### src/vfcd_consts.svh
`ifndef VFCD_CONSTS_SVH
`define VFCD_CONSTS_SVH
// Word 0 field positions
`define VFCD_W0_BUF_LSB 8
`define VFCD_W0_BUF_MSB 15
`define VFCD_W0_SRC_LSB 16
`define VFCD_W0_SRC_MSB 22
`define VFCD_W0_SOURCE_RELATIVE_FLAG_BIT 23
`define VFCD_W0_SRC_SEL_LSB 24
`define VFCD_W0_SRC_SEL_MSB 25
`define VFCD_W0_SEM_FMT_BIT 26
// Word 1 field positions, direct and semantic forms
`define VFCD_W1_DST_LSB 0
`define VFCD_W1_DST_MSB 6
`define VFCD_W1_DESTINATION_RELATIVE_FLAG_BIT 7
`define VFCD_W1_SEM_LSB 0
`define VFCD_W1_SEM_MSB 7
`define VFCD_W1_DSEL_LSB 9
`define VFCD_DSEL_W 3
// Word 2 field positions
`define VFCD_W2_OFS_LSB 0
`define VFCD_W2_OFS_MSB 15
`define VFCD_W2_ALT_BIT 19
// Destination select codes
`define VFCD_DSEL_ZERO 3'h4
`define VFCD_DSEL_ONE 3'h5
`define VFCD_DSEL_MASK 3'h7
// Longest clause the issuer may send
`define VFCD_MAX_CLAUSE 5'h10
`endif

### src/vfcd_pkg.sv
package vfcd_pkg;
  // Clause kinds offered by the sequencer
  typedef enum logic [1:0] {
    VFCD_OP_OTHER,
    VFCD_OP_VERTEX_CACHE,
    VFCD_OP_TEXTURE_CACHE
  } vfcd_clause_op_t;
  // Shader stage owning a constant buffer bank
  typedef enum logic [1:0] {
    VFCD_STAGE_EARLY_VERTEX,
    VFCD_STAGE_GEOMETRY,
    VFCD_STAGE_VERTEX,
    VFCD_STAGE_PIXEL
  } vfcd_stage_t;
  // Decoder sequencing states
  typedef enum logic {
    VFCD_IDLE,
    VFCD_RUN
  } vfcd_state_t;
endpackage

### src/vfcd_decoder.sv
`timescale 1ns/1ns
`include "vfcd_consts.svh"
// Contract
// - Only vertex/texture cache clause ops start clauses
// - Semantic fetch destination comes from table
// - Direct fetch destination comes from instruction
// - Buffer select and offset come from instruction
// - Source index optionally offset by loop index
// - Destination index optionally offset by loop index
// - Fetch index taken from named source element
// - Element selects pick fetched, 0.0, 1.0, mask
// - Whole clause runs under one launch condition
// - Instruction is four words, top one padding
// - Alternate flag swaps geometry and vertex banks
module vfcd_decoder #(
  parameter int REG_W = 7,
  parameter int LOOP_W = 8,
  parameter int SEM_DEPTH = 256
) (
  input wire logic core_clk,
  input wire logic srst,
  input wire logic clause_start,
  input wire vfcd_pkg::vfcd_clause_op_t clause_op,
  input wire logic [4:0] clause_count,
  input wire logic clause_cond,
  input wire vfcd_pkg::vfcd_stage_t clause_stage,
  input wire logic [LOOP_W-1:0] loop_index,
  input wire logic instr_valid,
  input wire logic [127:0] instr_word,
  output logic instr_ready,
  input wire logic sem_wr_en,
  input wire logic [7:0] sem_wr_index,
  input wire logic [REG_W-1:0] sem_wr_reg,
  output logic busy,
  output logic clause_done,
  output logic fetch_valid,
  output logic [REG_W-1:0] source_register_index,
  output logic [1:0] source_element_select,
  output logic [REG_W-1:0] destination_register_index,
  output logic [11:0] destination_element_selects,
  output logic [3:0] element_write_enable,
  output logic [7:0] constant_buffer_select,
  output vfcd_pkg::vfcd_stage_t constant_bank_stage,
  output logic [15:0] fetch_offset
);

  // Semantic table, written by the setup port
  logic [REG_W-1:0] sem_table [SEM_DEPTH];

  // Sequencer state
  vfcd_pkg::vfcd_state_t state_q, state_d;
  logic [4:0] remain_q, remain_d; // Fetches still owed in the clause
  logic cond_q, cond_d; // Launch condition held for the clause
  vfcd_pkg::vfcd_stage_t stage_q, stage_d;
  logic done_q, done_d;

  // Decoded fetch outputs
  logic fv_q, fv_d;
  logic [REG_W-1:0] src_q, src_d;
  logic [1:0] ssel_q, ssel_d;
  logic [REG_W-1:0] dst_q, dst_d;
  logic [11:0] dsel_q, dsel_d;
  logic [3:0] wen_q, wen_d;
  logic [7:0] buf_q, buf_d;
  vfcd_pkg::vfcd_stage_t bank_q, bank_d;
  logic [15:0] ofs_q, ofs_d;

  // Instruction words; the top word is padding and left unread
  logic [31:0] w0, w1, w2;
  logic take;
  logic [3:0] elem_wen;

  assign w0 = instr_word[31:0];
  assign w1 = instr_word[63:32];
  assign w2 = instr_word[95:64];
  assign take = instr_valid && instr_ready;

  // Loop-relative index, wrapping inside the register file
  function automatic logic [REG_W-1:0] rel_index(input logic [REG_W-1:0] base,
                                                 input logic rel,
                                                 input logic [LOOP_W-1:0] li);
    logic [REG_W-1:0] sum;
    sum = base;
    if (rel) begin
      sum = REG_W'(base + li[REG_W-1:0]);
    end
    return sum;
  endfunction

  // Swap geometry with early/vertex stage banks when asked
  function automatic vfcd_pkg::vfcd_stage_t alt_bank(input vfcd_pkg::vfcd_stage_t st,
                                                     input logic alt);
    vfcd_pkg::vfcd_stage_t res;
    res = st;
    if (alt) begin
      case (st)
        vfcd_pkg::VFCD_STAGE_EARLY_VERTEX: res = vfcd_pkg::VFCD_STAGE_GEOMETRY;
        vfcd_pkg::VFCD_STAGE_VERTEX: res = vfcd_pkg::VFCD_STAGE_GEOMETRY;
        vfcd_pkg::VFCD_STAGE_GEOMETRY: res = vfcd_pkg::VFCD_STAGE_VERTEX;
        default: res = st; // Other stages share nothing
      endcase
    end
    return res;
  endfunction

  // Per-element write enable: mask code suppresses the write
  generate
    for (genvar e = 0; e < 4; e++) begin : g_elem
      assign elem_wen[e] =
        w1[`VFCD_W1_DSEL_LSB + e*`VFCD_DSEL_W +: `VFCD_DSEL_W] != `VFCD_DSEL_MASK;
    end
  endgenerate

  // Ready only while the clause still owes instructions
  always_comb begin
    instr_ready = (state_q == vfcd_pkg::VFCD_RUN) && (remain_q != 5'h00);
  end

  // Semantic table write
  always_ff @(posedge core_clk) begin
    if (sem_wr_en) begin
      sem_table[sem_wr_index] <= sem_wr_reg;
    end
  end

  // Clause sequencing next state
  always_comb begin
    state_d = state_q;
    remain_d = remain_q;
    cond_d = cond_q;
    stage_d = stage_q;
    done_d = 1'b0;
    case (state_q)
      vfcd_pkg::VFCD_IDLE: begin
        // Other clause kinds belong to other engines
        if (clause_start && (clause_op == vfcd_pkg::VFCD_OP_VERTEX_CACHE ||
                             clause_op == vfcd_pkg::VFCD_OP_TEXTURE_CACHE)) begin
          state_d = vfcd_pkg::VFCD_RUN;
          // Overlong counts are cut; issuer should never send them
          remain_d = (clause_count > `VFCD_MAX_CLAUSE) ? `VFCD_MAX_CLAUSE : clause_count;
          cond_d = clause_cond;
          stage_d = clause_stage;
        end
      end
      vfcd_pkg::VFCD_RUN: begin
        if (remain_q == 5'h00) begin
          state_d = vfcd_pkg::VFCD_IDLE;
          done_d = 1'b1;
        end else if (take) begin
          remain_d = remain_q - 5'h01;
        end
      end
      default: state_d = vfcd_pkg::VFCD_IDLE;
    endcase
  end

  // Clause sequencing registers
  always_ff @(posedge core_clk) begin
    if (srst) begin
      state_q <= vfcd_pkg::VFCD_IDLE;
      remain_q <= 5'h00;
      cond_q <= 1'b0;
      stage_q <= vfcd_pkg::VFCD_STAGE_EARLY_VERTEX;
      done_q <= 1'b0;
    end else begin
      state_q <= state_d;
      remain_q <= remain_d;
      cond_q <= cond_d;
      stage_q <= stage_d;
      done_q <= done_d;
    end
  end

  // Fetch decode next values; fields hold between fetches
  always_comb begin
    fv_d = 1'b0;
    src_d = src_q;
    ssel_d = ssel_q;
    dst_d = dst_q;
    dsel_d = dsel_q;
    wen_d = wen_q;
    buf_d = buf_q;
    bank_d = bank_q;
    ofs_d = ofs_q;
    if (take) begin
      // A failed clause condition drops every fetch of the clause
      fv_d = cond_q;
      src_d = rel_index(w0[`VFCD_W0_SRC_MSB:`VFCD_W0_SRC_LSB],
                        w0[`VFCD_W0_SOURCE_RELATIVE_FLAG_BIT], loop_index);
      ssel_d = w0[`VFCD_W0_SRC_SEL_MSB:`VFCD_W0_SRC_SEL_LSB];
      if (w0[`VFCD_W0_SEM_FMT_BIT]) begin
        dst_d = sem_table[w1[`VFCD_W1_SEM_MSB:`VFCD_W1_SEM_LSB]];
      end else begin
        dst_d = rel_index(w1[`VFCD_W1_DST_MSB:`VFCD_W1_DST_LSB],
                          w1[`VFCD_W1_DESTINATION_RELATIVE_FLAG_BIT], loop_index);
      end
      dsel_d = w1[`VFCD_W1_DSEL_LSB +: 12];
      wen_d = elem_wen;
      buf_d = w0[`VFCD_W0_BUF_MSB:`VFCD_W0_BUF_LSB];
      ofs_d = w2[`VFCD_W2_OFS_MSB:`VFCD_W2_OFS_LSB];
      bank_d = alt_bank(stage_q, w2[`VFCD_W2_ALT_BIT]);
    end
  end

  // Fetch decode registers
  always_ff @(posedge core_clk) begin
    if (srst) begin
      fv_q <= 1'b0;
      src_q <= '0;
      ssel_q <= 2'h0;
      dst_q <= '0;
      dsel_q <= 12'h000;
      wen_q <= 4'h0;
      buf_q <= 8'h00;
      bank_q <= vfcd_pkg::VFCD_STAGE_EARLY_VERTEX;
      ofs_q <= 16'h0000;
    end else begin
      fv_q <= fv_d;
      src_q <= src_d;
      ssel_q <= ssel_d;
      dst_q <= dst_d;
      dsel_q <= dsel_d;
      wen_q <= wen_d;
      buf_q <= buf_d;
      bank_q <= bank_d;
      ofs_q <= ofs_d;
    end
  end

  assign busy = (state_q == vfcd_pkg::VFCD_RUN);
  assign clause_done = done_q;
  assign fetch_valid = fv_q;
  assign source_register_index = src_q;
  assign source_element_select = ssel_q;
  assign destination_register_index = dst_q;
  assign destination_element_selects = dsel_q;
  assign element_write_enable = wen_q;
  assign constant_buffer_select = buf_q;
  assign constant_bank_stage = bank_q;
  assign fetch_offset = ofs_q;

  // Helper: fetches taken in the current clause
  logic [4:0] taken_cnt_q;
  always_ff @(posedge core_clk) begin
    if (srst || !busy) begin
      taken_cnt_q <= 5'h00;
    end else if (take) begin
      taken_cnt_q <= taken_cnt_q + 5'h01;
    end
  end
endmodule

### config.mk
export PLATFORM = sky130hd
export DESIGN_NAME = vfcd_decoder
export DESIGN_NICKNAME = d
export VERILOG_FILES = /design/src/vfcd_pkg.sv /design/src/vfcd_decoder.sv
export VERILOG_INCLUDE_DIRS = /design/src
export SDC_FILE = /design/constraint.sdc
export NUM_CORES = 2
export LEC_CHECK = 0
export ABC_AREA = 1
export BUFFER_PORTS_ARGS = -buffer_cell sky130_fd_sc_hd__buf_2
export CAP_MARGIN = 20
export CORE_ASPECT_RATIO = 2
export CORE_MARGIN = 5
export CORE_UTILIZATION = 45
export CTS_CLUSTER_DIAMETER = 80
export DETAILED_ROUTE_END_ITERATION = 12
export PLACE_DENSITY = 0.73
export SLEW_MARGIN = 0
export SYNTH_ARGS = -nofsm -noshare
export SYNTH_HDL_FRONTEND = slang
export SYNTH_SLANG_ARGS = --single-unit
### constraint.sdc
create_clock -name core_clk -period 2.02 [get_ports core_clk]
set_input_delay 0.303 -clock core_clk [delete_from_list [all_inputs] [get_ports core_clk]]
set_output_delay 0.303 -clock core_clk [all_outputs]
set_load 0.01 [all_outputs]
# Word-level counts from Yosys, hierarchy flattened
# Memories as Yosys holds them, arrays and structs flattened.
# Cells that the tools add are included.
word_totals:
  mem_count: 1
  input_bits: 166
  reg_bits: 69
  elab_cells: 60
  mem_bits_rw: 1792
op_classes:
  bitwise: 2
  n_eq_ne: 11
  n_addsub: 3
  reduce_logical: 12
  n_mux: 16
  magnitude_cmp: 1
mem_list:
  columns: ["name", "words", "width", "rd", "rd_ports_with_merged_regs", "wr", "line_no", "source"]
  rows:
  - ["sem_table", 256, 7, 1, 0, 1, "vfcd_decoder.sv:48", "logic [REG_W-1:0] sem_table [SEM_DEPTH];"]
ops:
  columns: ["operator", "count"]
  rows:
  - ["$mux 7", 3]
  - ["$mux 5", 4]
  - ["$add 7x7->7", 2]
  - ["$ne 3x3->1 const B", 4]
  - ["$pmux 5 s2", 1]
  - ["$reduce_or 2->1", 3]
  - ["$gt 5x5->1 const B", 1]
  - ["$logic_not 5->1", 1]
  - ["$mux 1", 5]
  - ["$reduce_bool 5->1", 1]
  - ["$sub 5x1->5 const B", 1]
  - ["$eq 2x1->1 const B", 2]
  - ["$eq 2x2->1 const B", 2]
  - ["$ne 2x2->1 const B", 2]
  - ["$pmux 2 s2", 1]
  - ["$logic_and 1x1->1", 3]
  - ["$reduce_and 3->1", 1]
  - ["$logic_not 2->1", 1]
  - ["$mux 2", 1]
  - ["$ne 2x1->1 const B", 1]
  - ["$not 1->1", 2]
  - ["$pmux 1 s2", 1]
  - ["$reduce_and 2->1", 1]
  - ["$logic_or 1x1->1", 1]

# Depth between registers and ports, before layout
logic_depth:
  depth_word: 6
  mapped_depth: 17

# Least setup slack after synthesis
# No wires, ideal clock.
synth_timing:
  kind: "input-to-reg"
  from: "input loop_index[0]"
  to: "register src_q[6], in the netlist source_register_index[6]"
  setup_time_ps: 116
  cell_stages: 14
  slack_ps: 40
  n_path_buf: 0
  t_arrival_ps: 1864
  path_cell_list: "ha_1 fa_1 nand2_1 nand2_1 a21oi_1 nor2_1 nor2_1 nor2_1 o21ai_0 nand3_1 a21oi_1 o21ai_0 o211ai_1 inv_1"
synth_via:
  elab_chain_cells: 2
synth_rtl:
  columns: ["element", "line_no", "source"]
  rows:
  - ["from (decl)", "vfcd_decoder.sv:27", "input wire logic [LOOP_W-1:0] loop_index,"]
  - ["$add 7x7->7", "vfcd_decoder.sv:85", "sum = REG_W'(base + li[REG_W-1:0]);"]
  - ["$mux 7", "vfcd_decoder.sv:84", "if (rel) begin"]
  - ["to (signal assigned)", "vfcd_decoder.sv:219", "src_q <= src_d;"]
  - ["to (decl)", "vfcd_decoder.sv:59", "logic [REG_W-1:0] src_q, src_d;"]
# No other way between the ends.
# A chain may end at the register's enable or synchronous reset.

# Worst setup path in the final report
layout_timing:
  from: "register remain_q[0]"
  to: "output instr_ready"
layout_via:
  elab_chain_cells: 2
layout_rtl:
  columns: ["element", "line_no", "source"]
  rows:
  - ["from (decl)", "vfcd_decoder.sv:52", "logic [4:0] remain_q, remain_d;"]
  - ["from (signal assigned)", "vfcd_decoder.sv:167", "remain_q <= remain_d;"]
  - ["$reduce_bool 5->1", "vfcd_decoder.sv:116", "instr_ready = (state_q == vfcd_pkg::VFCD_RUN) && (remain_q != 5'h00);"]
  - ["$logic_and 1x1->1", "vfcd_decoder.sv:116", null]
  - ["to (decl)", "vfcd_decoder.sv:30", "output logic instr_ready,"]
# No other way between the ends.

==> impl_metrics.ini <==
[status]
status = finished, violations left
violations = setup timing

[yosys]
synth-seq-cells = 1861
synth_compound_area_frac = 0.0110
syn_area_per_cell_um2 = 11.5
synth_fa_ha_area_frac = 0.00266
synth.mux.area_fraction = 0
yosys_warnings = 0
synth_top_family_by_area = simple AND/OR/NAND/NOR gates
synthXorXnorAreaFrac = 0.000460
syn_area_um2 = 76100
synthTopCellsByArea = edfxtp_1 (71%), nand3_1 (11%), nand2_1 (10%)
syn_nets = 6795
ys_seq_area_frac = 0.725
ys_types = 31
synth_area_leader_cell = edfxtp_1
synth.top_cell.area_share = 0.707
yosys.area_share.simple = 0.229
syn-instance-count = 6614

[clock_tree]
cts_sinks = 1861
cts-root-buf = clkbuf_16
clock_latency_ps = 830
clk_path_buf_depth = 4
numCtsBuffers = 156
cts.reportedPaths.clkPinSlew_ps = 70
cts_tree = done
htreeDepth = 4

[sta]
setup_viol = 1
max_freq_mhz = 464
relSlewSlack = 0.578
finalMaxSlewViolations = 0
fin_ws_ps = -134
period_needed_ps = 2150
finalHoldViolCount = 0
rsz0062_at_grt = true
min_period_over_period = 1.07
finClkSkew_ps = 71.5
tightest_slew_ps = 632

[global_routing]
track_usage = 0.250
grt_overflow = 0
grt_pass1_wl_um = 335000
grt_max_degree = 80
antenna_found_initial = 11
grt_pass1_vias = 55000

[route]
vias = 55600
remaining_drc_errors = 0
avgRoutedWirePerCell_um = 23.9
routed_wl_um = 230000
drt_iter0_drc = 7031
vias_per_cell = 5.77
drtPass1Iterations = 9
drt.antenna.violating_nets = 0

[place]
gp_congestion = 0.948
post-dp-hpwl_um = 151000
place_area_um2 = 84400
io_buffers = 154

[setup_path]
worst-path-buf-inv = 4
critPathKind = reg2out
required_ps = 1720
crit_path_frequent_cell = inv_2
critPathMaxFanout = 2
cp.arrival_ps = 1850
slowest_delay_ps = 330
crit_path_top_delay_cell = dfxtp_2
critical_path.top_delay_family = flip-flops
path_cells = inv_2, ha_4, inv_2, nor2_4, nand3_2, nand2_2, inv_4, buf_6
cp-start-kind = flip-flop
end_kind = output pin

[power]
power.density_nw_per_um2 = 871
p_leak_nw = 33.1
peakVddDrop_v = 0.000740

[die]
fp.dieH_um = 591
die-area_um2 = 178000
die_w_um = 301
row_count = 213
initial_utilization = 0.452
core_area_um2 = 168000
io_pins = 228

[finish]
fin_nets = 7434
fillers = 13400
area_growth_pct = 18.9
final_cell_area_um2 = 90400
finalCoreUtilization = 0.538
drive_gt1_frac = 0.150

[flow_run]
cap_violations = 0

[hold_path]
worst_hold_path_type = in2reg
power by group:
part / total, mW / internal [mW] / leakage (nW) / switching (mW)
logic: 6.52 / 2.17 / 14.0 / 4.35
clock network: 29.8 / 16.3 / 2.38 / 13.5
registers: 42.4 / 42.4 / 16.7 / 0.0660
metrics by stage:
stage	hold slack [ps]	power, mW	instances	setup slack (ps)	TNS [ps]
after global placement	438	49.2	9260	-979	-4970
final	71.5	78.8	9626	-134	-134
after detailed placement	444	49.3	9260	-984	-5240
after floorplan	402	46.1	6614	40.0	0
after CTS	2.62	78.8	9619	-96.3	-149
after global routing	77.8	80.9	9621	-188	-237
registers in the layout, summed over array words and instances, names as in the netlist:
signal and cells:
constant_buffer_select 8, sem_table 1792, busy 1, fetch_offset 16, element_write_enable 4, fetch_valid 1
source_element_select 2, stage_q 2, source_register_index 7, destination_element_selects 12, remain_q 5, destination_register_index 7
constant_bank_stage 2, cond_q 1, clause_done 1
placed cells by master, fill, tap and decap left out, drive strengths merged:
cell         Yosys  layout
dlygate4sd3      0      77
inv             69      74
a41oi            4       4
a221oi           2       2
a31o             1       1
fa               2       2
clkinv           3      57
clkbuf         126     192
o211ai           2       2
xor2             4       4
dfxtp           69      69
ha              13      13
o41ai            1       1
nor2           305     305
a31oi            5       5
nand2         2034    2034
a21oi           80      80
o21bai           3       3
nand3         1718    1718
bufinv           0      14
nor3             2       2
clkinvlp         0       5
a211oi           1       1
o21ai           54      54
diode            0       6
buf            320     848
a21o             3       3
edfxtp        1792    1792
nor3b            1       1
cells by family after synthesis:
logic type	Yosys count
AND/OR/NAND/NOR	4060
flip-flops	1861
buffers and inverters	518
AO/OA/AOI/OAI	156
adder cells (fa/ha/maj)	15
XOR/XNOR	4
worst paths after layout:
| check | from | cells past startpoint | endpoint | slack [ps] |
|---|---|---|---|---|
| setup / recovery | remain_q[0] | 8 | instr_ready | -130 |
| hold / removal | loop_index[3] | 6 | source_register_index[4] | 70 |
| setup reg to reg | remain_q[0] | 15 | clause_done | 40 |
| hold reg to reg | cond_q | 2 | fetch_valid | 460 |
routing by layer:
layer,global-route usage,share of wire
met3,0.0415,0.085
met4,0.201,0.10
met2,0.445,0.51
met5,0,0.00016
met1,0.259,0.31
synthesized netlist by cell type:
master and n:
a211oi_1 1, a21o_1 3, a21oi_1 80, a221oi_1 2, a31o_2 1, a31oi_1 5, a41oi_1 4, buf_1 47
buf_2 228, buf_4 41, buf_6 4, clkbuf_1 125, clkbuf_2 1, clkinv_1 3, dfxtp_1 69, edfxtp_1 1792
fa_1 2, ha_1 13, inv_1 64, inv_2 5, nand2_1 2034, nand3_1 1718, nor2_1 305, nor3_1 2
nor3b_1 1, o211ai_1 2, o21ai_0 46, o21ai_1 8, o21bai_1 3, o41ai_1 1, xor2_1 4
final cells by class:
type	instances	area (um2)	share of cell area
inverter	72	303	0.00335
clock inverter	78	769	0.00851
antenna	6	15.0	0.000166
clock buffer	190	4120	0.0455
timing repair buffer	927	8590	0.0950
tap	2257	2820	0.0312
multi-input combinational	4235	18600	0.206
sequential	1861	55200	0.610
timing repair:
item	CTS	global route
gates cloned	0	1
endpoints found under the hold margin	274	0
resized for setup	19	47
setup endpoints to repair	2	28
pin swaps	2	12
buffers inserted	14	2
hold buffers	77	0
tightest hold or removal path, cell delays in order:
cell and delay [ps]:
buf_2 120, ha_1 170, a21oi_2 70, nand2_1 50
nand2_1 50, a21oi_1 100
(Power assumes the default switching activity.)
